[config.mk]
export PLATFORM = sky130hd
export DESIGN_NAME = ccd_regs
export DESIGN_NICKNAME = d
export VERILOG_FILES = /design/src/pkg/ccd_pkg.sv /design/src/hdl/ccd_regs.sv /design/src/hdl/ccd_wake_ctl.sv
export SDC_FILE = /design/constraint.sdc
export NUM_CORES = 1
export LEC_CHECK = 0
export ABC_AREA = 1
export BUFFER_PORTS_ARGS = -buffer_cell sky130_fd_sc_hd__buf_2
export CAP_MARGIN = 20
export CORE_MARGIN = 3
export CORE_UTILIZATION = 48
export CTS_CLUSTER_DIAMETER = 120
export DETAILED_ROUTE_END_ITERATION = 6
export GPL_ROUTABILITY_DRIVEN = 1
export PLACE_DENSITY = 0.84
export SLEW_MARGIN = 15
export SYNTH_ARGS = -nofsm -noshare
export SYNTH_HDL_FRONTEND = slang
export SYNTH_SLANG_ARGS = --single-unit
[constraint.sdc]
create_clock -name sys_clk -period 2.78 [get_ports sys_clk]
set_clock_uncertainty 0.1 [all_clocks]
set_input_delay 0.417 -clock sys_clk [delete_from_list [all_inputs] [get_ports sys_clk]]
set_output_delay 0.417 -clock sys_clk [all_outputs]
set_load 0.01 [all_outputs]
[src/pkg/ccd_pkg.sv]
// Operation
// capability top bit always reads zero
// user fp mode access bit, r/w, reset zero
// nested fault present bit reads one
// wait ignores enable bit reads one
// wake with enable low resumes, no vector
// unused implementation bits read zero
// hardware cache init bit reads zero
// info fields refresh on debug events
// outside debug only mode and version valid
// software writes debug reg only in debug
// cause flags update on both event kinds
// cause code written on in-debug exceptions
// power and clock flags captured on debug exception
// delay slot flag reflects latest event
// debug mode flag, reset zero
// no debug segment flag, reset zero
// segment routing bit r/w, reset zero
// low power flag captured at exception
// bus clock flag captured at exception
// count in debug r/w, reset one
// read-only field writes have no effect
package ccd_pkg;
    // register and select numbers
    localparam logic [4:0] CAP_REG_NUM = 5'h10;
    localparam logic [2:0] CAP_SEL = 3'h5;
    localparam logic [4:0] IMPL_REG_NUM = 5'h10;
    localparam logic [2:0] IMPL_SEL = 3'h7;
    localparam logic [4:0] DBG_REG_NUM = 5'h17;
    localparam logic [2:0] DBG_SEL = 3'h0;
    // capability register fields
    localparam int CAP_MORE_BIT = 31;
    localparam int CAP_UFR_BIT = 2;
    localparam int CAP_NESTED_BIT = 0;
    localparam logic CAP_UFR_RESET = 1'h0;
    localparam logic CAP_NESTED_VAL = 1'h1;
    // implementation register fields
    localparam int IMPL_WII_BIT = 31;
    localparam int IMPL_HCI_BIT = 18;
    localparam logic IMPL_WII_VAL = 1'h1;
    localparam logic IMPL_HCI_VAL = 1'h0;
    // debug register fields
    localparam int DBG_DBD_BIT = 31;
    localparam int DBG_DM_BIT = 30;
    localparam int DBG_NOSEG_BIT = 29;
    localparam int DBG_ROUTE_BIT = 28;
    localparam int DBG_DOZE_BIT = 27;
    localparam int DBG_HALT_BIT = 26;
    localparam int DBG_CNT_BIT = 25;
    localparam int DBG_VER_LO = 15;
    localparam int DBG_EXC_LO = 10;
    localparam int DBG_CAUSE_W = 9;
    localparam logic DBG_NOSEG_VAL = 1'h0;
    localparam logic DBG_ROUTE_RESET = 1'h0;
    localparam logic DBG_CNT_RESET = 1'h1;
    localparam logic [2:0] DBG_VER_VAL = 3'h5;
    // cause vector order: imprecise store, imprecise load, imprecise ib,
    // debug_interrupt_cause, dib, store, load, bp, ss -> bits 19,18,6,5,4,3,2,1,0
    typedef enum logic [1:0] {
        CCD_RUN = 2'h0,
        CCD_DEBUG = 2'h1
    } ccd_mode_t;
endpackage : ccd_pkg

[src/hdl/ccd_regs.sv]
`timescale 1ns/10ps
// capability, implementation and debug control/status registers
module ccd_regs (
    input wire logic sys_clk,
    input wire logic nrst,
    input wire logic clk_en,
    // coprocessor register access
    input wire logic [4:0] reg_num,
    input wire logic [2:0] reg_sel,
    input wire logic reg_wr,
    input wire logic [31:0] reg_wdata,
    output logic [31:0] reg_rdata,
    // debug events from the pipeline
    input wire logic dbg_exc,
    input wire logic exc_in_debug,
    input wire logic debug_return,
    input wire logic evt_delay_slot,
    input wire logic [8:0] evt_cause,
    input wire logic [4:0] evt_exc_code,
    input wire logic evt_low_power,
    input wire logic evt_bus_clk_run,
    // wait handling
    input wire logic wait_enter,
    input wire logic int_pending,
    input wire logic global_int_enable,
    output logic in_wait,
    output logic wake_resume,
    output logic wake_vector,
    // control outputs
    output logic user_fp_mode_access,
    output logic debug_mode_flag,
    output logic segment_routing_bit,
    output logic count_in_debug,
    output logic no_debug_segment
);
    logic ufr_q;
    logic dm_q;
    logic route_q;
    logic cnt_q;
    logic dbd_q;
    logic doze_q;
    logic halt_q;
    logic [8:0] cause_q;
    logic [4:0] exc_q;
    logic [31:0] rdata_q;
    logic [31:0] rdata_d;

    // address decode
    wire sel_cap = (reg_num == ccd_pkg::CAP_REG_NUM) && (reg_sel == ccd_pkg::CAP_SEL);
    wire sel_impl = (reg_num == ccd_pkg::IMPL_REG_NUM) && (reg_sel == ccd_pkg::IMPL_SEL);
    wire sel_dbg = (reg_num == ccd_pkg::DBG_REG_NUM) && (reg_sel == ccd_pkg::DBG_SEL);
    wire wr_cap = reg_wr & sel_cap;
    // writes outside debug mode are dropped, behaviour left undefined there
    wire wr_dbg = reg_wr & sel_dbg & dm_q;
    wire dbg_event = dbg_exc | (exc_in_debug & dm_q);
    wire in_dbg_exc = exc_in_debug & dm_q;

    // assembled images; constant fields have no storage
    wire [31:0] cap_img = {1'b0, 28'h0, ufr_q, 1'b0, ccd_pkg::CAP_NESTED_VAL};
    wire [31:0] impl_img = {ccd_pkg::IMPL_WII_VAL, 12'h0, ccd_pkg::IMPL_HCI_VAL,
        18'h0};
    wire [31:0] dbg_img = {dbd_q, dm_q, ccd_pkg::DBG_NOSEG_VAL, route_q, doze_q, halt_q,
        cnt_q, 5'h0, cause_q[8:7], ccd_pkg::DBG_VER_VAL, exc_q, 3'h0,
        cause_q[6:0]};
    // outside debug mode only mode flag and version are guaranteed
    wire [31:0] dbg_view = dm_q ? dbg_img :
        {1'b0, dm_q, 12'h0, ccd_pkg::DBG_VER_VAL, 15'h0};

    assign rdata_d = sel_cap ? cap_img : sel_impl ? impl_img : sel_dbg ? dbg_view : 32'h0;
    assign reg_rdata = rdata_q;
    assign user_fp_mode_access = ufr_q;
    assign debug_mode_flag = dm_q;
    assign segment_routing_bit = route_q;
    assign count_in_debug = cnt_q;
    assign no_debug_segment = ccd_pkg::DBG_NOSEG_VAL;

    // writable controls
    always_ff @(posedge sys_clk or negedge nrst) begin
        if (!nrst) begin
            ufr_q <= ccd_pkg::CAP_UFR_RESET;
            route_q <= ccd_pkg::DBG_ROUTE_RESET;
            cnt_q <= ccd_pkg::DBG_CNT_RESET;
        end else if (clk_en) begin
            if (wr_cap) begin
                ufr_q <= reg_wdata[ccd_pkg::CAP_UFR_BIT];
            end
            if (wr_dbg) begin
                route_q <= reg_wdata[ccd_pkg::DBG_ROUTE_BIT];
                cnt_q <= reg_wdata[ccd_pkg::DBG_CNT_BIT];
            end
        end
    end

    // debug mode tracking
    always_ff @(posedge sys_clk or negedge nrst) begin
        if (!nrst) begin
            dm_q <= 1'b0;
        end else if (clk_en) begin
            if (dbg_exc) begin
                dm_q <= 1'b1;
            end else if (debug_return) begin
                dm_q <= 1'b0;
            end
        end
    end

    // captured information fields; slot and cause refreshed on every debug event
    always_ff @(posedge sys_clk or negedge nrst) begin
        if (!nrst) begin
            dbd_q <= 1'b0;
            cause_q <= 9'h0;
            exc_q <= 5'h0;
            doze_q <= 1'b0;
            halt_q <= 1'b0;
        end else if (clk_en && dbg_event) begin
            dbd_q <= evt_delay_slot;
            cause_q <= evt_cause;
            if (in_dbg_exc) begin
                exc_q <= evt_exc_code;
            end else begin
                doze_q <= evt_low_power;
                halt_q <= evt_bus_clk_run;
            end
        end
    end

    // registered read data
    always_ff @(posedge sys_clk or negedge nrst) begin
        if (!nrst) begin
            rdata_q <= 32'h0;
        end else if (clk_en) begin
            rdata_q <= rdata_d;
        end
    end

    ccd_wake_ctl u_wake (
        .sys_clk(sys_clk),
        .nrst(nrst),
        .clk_en(clk_en),
        .wait_enter(wait_enter),
        .int_pending(int_pending),
        .global_int_enable(global_int_enable),
        .in_wait(in_wait),
        .wake_resume(wake_resume),
        .wake_vector(wake_vector)
    );
endmodule : ccd_regs

[src/hdl/ccd_wake_ctl.sv]
`timescale 1ns/10ps
// wait wakeup control: interrupt ends wait regardless of the global enable
module ccd_wake_ctl (
    input wire logic sys_clk,
    input wire logic nrst,
    input wire logic clk_en,
    input wire logic wait_enter,
    input wire logic int_pending,
    input wire logic global_int_enable,
    output logic in_wait,
    output logic wake_resume,
    output logic wake_vector
);
    logic wait_q;
    logic wait_d;
    wire wake_now = wait_q & int_pending; // enable ignored here

    // vector only when enable allows, otherwise resume after wait
    assign wake_resume = wake_now & ~global_int_enable;
    assign wake_vector = wake_now & global_int_enable;
    assign in_wait = wait_q;
    assign wait_d = wake_now ? 1'b0 : (wait_q | wait_enter);

    always_ff @(posedge sys_clk or negedge nrst) begin
        if (!nrst) begin
            wait_q <= 1'b0;
        end else if (clk_en) begin
            wait_q <= wait_d;
        end
    end
endmodule : ccd_wake_ctl

==> run summary, run 1 <==
Vias in the first global route -> 1,635
DRC violation count after routing -> 0
Clock Latency Late Sink -> 0.30 ns
Largest family of logic cells by synthesized area -> simple AND/OR/NAND/NOR gates
Final period util -> 0.613
Largest net degree at the start of global routing -> 44
R2r setup slk -> 1.16 ns
Mapped Cells -> 238
Worst path max stage delay -> 0.48 ns
Crit-path max FO -> 16
Worst Path Required -> 2.88 ns
Die span in x -> 71.1 um
Register area -> 1080 sq um
Max cap viols -> 0
Unrepaired setup endpoints after global routing -> no
Data arrival, critical path -> 1.80 ns
Row Count -> 23
XOR/XNOR Fraction of Synth Area -> 0
Min Tclk post-route -> 1.70 ns
Leak -> 1.42 nW
Share of cells above drive strength 1 -> 0.278
Sequential area share after synthesis -> 0.530
RD Place Congestion -> 0.786
Antenna diodes -> 0
Synth Area in Adders -> 0
Grt ovf -> 0
Post-DRT Antenna Nets -> 0
Detailed Route WL -> 4390 um
Area grow syn2layout -> 17.8%
Fmax -> 0.587 GHz
First drt pass iteration count -> 4
Mean Syn Cell Area -> 8.55 sq um
H-tree Lvls -> 2
Critical Path Slowest Stage Cell -> nand2_1
Clock network power share -> 0.309
Core area -> 4060 sq um
Mapped Area -> 2030 sq um
Global Route Usage Sum -> 0.190
Drt wl/cell -> 12.6 um
Clk slew on worst S/H paths -> 0.08 ns
CTS Buf Count -> 5
Num Clock Sinks -> 43
Initial Utilization -> 0.501
Warnings from Yosys -> 0
R2r worst-path depth -> 5
HPWL Detailed -> 3080 um
First-pass GRT wire length -> 7460 um
Gate power share -> 0.135
Die outline area -> 5060 sq um
Hold-fix buffers, CTS -> 0
Final net count -> 365
Crit Path Category -> in -> reg
Starting DRC count in detailed routing -> 123
Post-CTS Setup Inserts -> 0
Antenna violations before repair -> 0
CTS tree -> done
I/O pin cnt -> 107
Port Buffers -> 66
Final hold violation count -> 0
Critical path cell sequence -> buf_2 > nand3_2 > nand2_1 > nand2_1 > nand2_1 > nand2_1
Int Pwr -> 0.915 mW
Status -> complete, no violations
Seq cells post-synth -> 43
Sequential power share -> 0.556
R2r startpoint -> debug_mode_flag
Die Ht -> 71.1 um
Peak VDD IR -> 321 uV
Fillers -> 385
Worst Setup SP -> clk_en
Sw frac -> 0.277
RR Endpoint -> halt_q
Dpl cells -> 341
Root Buffer -> clkbuf_8
Simple-gate share of the synthesized area -> 0.313
Non-filler cells, final -> 349
Final setup fails -> 0
Final Slew Violations -> 0
Fin Setup TNS -> 0 ns
Worst-margin pin slew -> 0.915 ns
Type of the worst min-delay path -> in -> async
Mux share of post-synthesis cell area -> 0.0277
Area of the multi-input gates -> 762 sq um
Power per cell area -> 528 nW/um^2
Psw -> 0.351 mW
Slew headroom -> 0.390
Post-synthesis compound-gate area fraction -> 0.0135
Distinct cells, synth -> 24
DR vias -> 1,701
Worst path most repeated cell -> nand2_1
Post-cts sizing count -> 0
Crit. End Element -> flip-flop
CTS max path bufs -> 2
CP Launch Type -> input pin
Via density -> 4.87
## critical path: cells and delay by family
family	cells	cell delay (ns)
buffers and inverters	1	0.27
AND/OR/NAND/NOR	5	1.12
## placed cells by master (no fill, tap or decap), types with 2 or more instances in the layout
master / Yosys / final
buf_4: 13 / 2
nand3b_1: 2 / 2
clkbuf_8: 0 / 5
nand4_1: 19 / 19
nand2_1: 95 / 95
nor2_1: 5 / 5
clkinvlp_4: 0 / 2
buf_2: 6 / 66
dfrtp_1: 42 / 42
conb_1: 1 / 11
mux2_1: 5 / 5
inv_1: 14 / 14
o21ai_1: 3 / 3
nand3_1: 17 / 17
## kinds of logic (layout without fill, tap and decap cells)
family,count (synthesis),count (layout)
compound gates,5,5
buf+inv,41,92
flops,43,43
mux,5,5
other cells,1,11
simple gates,143,143
## sequential cells by signal, indices dropped and copies added (netlist names)
name,flops
dbd_q,1
doze_q,1
exc_q,5
user_fp_mode_access,1
cause_q,9
debug_mode_flag,1
halt_q,1
count_in_debug,1
reg_rdata,21
segment_routing_bit,1
u_wake.in_wait,1
## metal layers
| layer | up-vias | part of all wire | track usage | wire length, um |
|---|---|---|---|---|
| li1 | 858 | - | - | - |
| met1 | 782 | 0.44 | 0.239 | 1920 |
| met2 | 54 | 0.48 | 0.322 | 2130 |
| met3 | 7 | 0.061 | 0.0497 | 268 |
| met4 | 0 | 0.017 | 0.0564 | 76 |
| met5 | - | 0 | 0 | 0 |
## cell usage after synthesis, drive strengths merged
master	count	area [sq um]
clkbuf	4	15.0
buf	21	158
o21ai	3	15.0
dfstp	1	26.3
nand3b	2	15.0
and2	1	8.76
dfrtp	42	1050
nand4	19	119
nand2	96	363
a21oi	1	5.00
mux2	5	56.3
nand3	18	95.1
o21bai	1	7.51
conb	1	3.75
clkinv	1	3.75
nor2	7	36.3
inv	15	56.3
## area by class of cell
cell class                      instances  share of cell area
Timing Repair Buffer                   68               0.144
Clock inverter                          3             0.00836
Clock buffer                            5              0.0287
Inverter                               16              0.0251
Tap cell                               50              0.0261
Sequential cell                        43               0.450
Multi-Input combinational cell        164               0.318
## stage by stage
step	setup slack [ns]	hold slack (ns)	total power [mW]	cell area [sq um]	utilization
floorplan	1.47	0.0214	0.829	2070	-
global placement	0.810	0.356	0.881	2310	0.569
detailed placement	0.748	0.360	0.889	2310	0.569
CTS	1.07	0.182	1.28	2400	0.591
global route	0.906	0.218	1.34	2400	0.591
finish	1.08	0.141	1.27	2400	0.591
## power groups by stage
stage	Combinational (mW)	Clock, mW	Sequential, mW
3_5_place_dp	0.172	0	0.717
2_1_floorplan	0.116	0	0.713
6_report	0.170	0.391	0.704
4_1_cts	0.173	0.401	0.704
3_3_place_gp	0.167	0	0.713
5_1_grt	0.197	0.430	0.711
## worst max-delay path by stage
stage	to	slack, ns
final	halt_q	1.08
after floorplan	cause_q[0]	1.47
after global routing	halt_q	0.91
after detailed placement	halt_q	0.75
after global placement	doze_q	0.81
after CTS	halt_q	1.07
Power figures use the tool's default switching activity.
==> run 2, diff against run 1 <==
- CORE_UTILIZATION: 48 -> 45
- PLACE_DENSITY: 0.84 -> 0.8
- clock period: 2.78 -> 1.6 ns (I/O delays scaled with it)
==> run 2 against run 1 <==
  * Cell area is 4.3% higher
  * Critical path type is now reg -> out
  * Clock power grew to 2.5 times the previous value
  * Largest cell class unchanged
  * Routed wire length increased by 1.5%
  * Register-to-register slack lost 0.83 ns
  * Highest routed layer unchanged
  * Die area grew 6.1%
  * Combinational power increased by 84%
  * Global-route usage shrank 1.4 points
  * Cell count is 1.7% higher
  * Flip-flop and latch count stayed put
  * Non-clock buffer count up 6
  * Via count rose by 0.41%
  * Power is 99% higher
==> run summary, run 2 (synthesized netlist as in run 1, its figures left out) <==
Status -> complete, no violations
Design area -> 2500 sq um
CTS max path bufs -> 2
Data arrival, critical path -> 1.10 ns
Initial Utilization -> 0.488
Finished Core Util -> 0.599
Met2 Routed Length -> 2180 um
Power per cell area -> 1010 nW/um^2
I/O pin cnt -> 107
WL met3 -> 266 um
Peak VDD IR -> 502 uV
DR vias -> 1,708
Worst Path Required -> 1.26 ns
Post-cts sizing count -> 0
Drt wl/cell -> 12.5 um
Min Tclk post-route -> 1.44 ns
Grt ovf -> 0
Final hold violation count -> 0
Port Buffers -> 66
HPWL Detailed -> 3240 um
Final net count -> 371
Final Slew Violations -> 0
Num Clock Sinks -> 43
Clock Latency Late Sink -> 0.28 ns
Die span in x -> 73.2 um
Leak -> 1.48 nW
Fin Setup TNS -> 0 ns
Share of cells above drive strength 1 -> 0.285
Largest net degree at the start of global routing -> 25
Unrepaired setup endpoints after global routing -> no
Root Buffer -> clkbuf_8
Worst-margin pin slew -> 0.513 ns
H-tree Lvls -> 2
Row Count -> 23
Routed length on met1 -> 1970 um
Leading cell type in the layout, fill and taps excluded -> nand2_1
Clk slew on worst S/H paths -> 0.08 ns
Crit. End Element -> output pin
Area grow syn2layout -> 22.9%
CTS tree -> done
Final period util -> 0.902
Crit Path Category -> reg -> out
Core area -> 4170 sq um
Post-DRT Antenna Nets -> 0
CP Launch Type -> flip-flop
Type of the worst min-delay path -> in -> reg
Global Route Usage Sum -> 0.176
Final setup fails -> 0
Commonest cells after routing, fill and taps aside -> nand2_1, buf_2, dfrtp_1
Starting DRC count in detailed routing -> 42
Via density -> 4.81
First-pass GRT wire length -> 7220 um
Detailed Route WL -> 4450 um
Antenna diodes -> 0
First drt pass iteration count -> 4
Max cap viols -> 0
Non-filler cells, final -> 355
Dpl cells -> 346
Vias in the first global route -> 1,626
CTS Buf Count -> 5
RD Place Congestion -> 0.784
Placement-stage cell area -> 2360 sq um
Fmax -> 0.693 GHz
Slew headroom -> 0.658
Die Ht -> 73.2 um
Highest routed metal layer -> met4
Antenna violations before repair -> 0
Crit-path max FO -> 24
Max reg flops -> 21
Total power -> 2.51 mW
DRC violation count after routing -> 0
Die outline area -> 5360 sq um
==> run 2: where the power goes <==
part / leakage (nW) / switching [mW] / internal, mW
Sequential: 0.556 / 0.0472 / 1.18
Clock: 0.0654 / 0.354 / 0.624
Combinational: 0.856 / 0.188 / 0.125
Total: 1.48 / 0.590 / 1.92
==> run 2: path summary, 6_finish.rpt <==
kind | slack [ns] | cells after the start | endpoint | start
worst max-delay path | 0.16 | 2 | debug_mode_flag | debug_mode_flag
worst min-delay path | 0.04 | 3 | cause_q[2] | evt_cause[2]
worst max register to register | 0.33 | 4 | segment_routing_bit | debug_mode_flag
worst min register to register | 0.38 | 2 | reg_rdata[19] | reg_rdata[19]
max in group asynchronous | 0.54 | 3 | reg_rdata[12] | nrst
min in group asynchronous | 0.36 | 2 | reg_rdata[28] | nrst
==> run 2: layout make-up <==
cell class,instances,area (sq um)
Tap cell,50,62.6
Fill cell,382,1670
Inverter,16,60.1
Timing Repair Buffer,74,405
Multi-Input combinational cell,164,762
Clock buffer,6,72.6
Sequential cell,43,1080
Clock inverter,2,60.1
==> run 2: routing by layer <==
layer	up-vias	GRT usage
met3	5	0.0441
met2	43	0.293
li1	871	-
met5	-	0
met1	789	0.224
met4	0	0.0553
==> run 2: worst max-delay path: stages, from the launching register on <==
cell,delay (ns)
dfrtp_1,0.36
buf_4,0.27
buf_2,0.19
==> run 2: through the flow <==
stage | worst slack, ns | hold slack [ns]
3_3_place_gp | 0.282 | 0.124
2_1_floorplan | 0.328 | -0.156
3_5_place_dp | 0.259 | 0.142
4_1_cts | 0.152 | 0.0345
5_1_grt | 0.0859 | 0.0410
6_report | 0.157 | 0.0412
==> run 2: what timing repair did <==
action                                  in CTS  in global routing
setup buffers                                0                  0
hold buffers                                 1                  0
endpoints found under the setup margin       0                  0
hold endpoints to repair                    18                  0
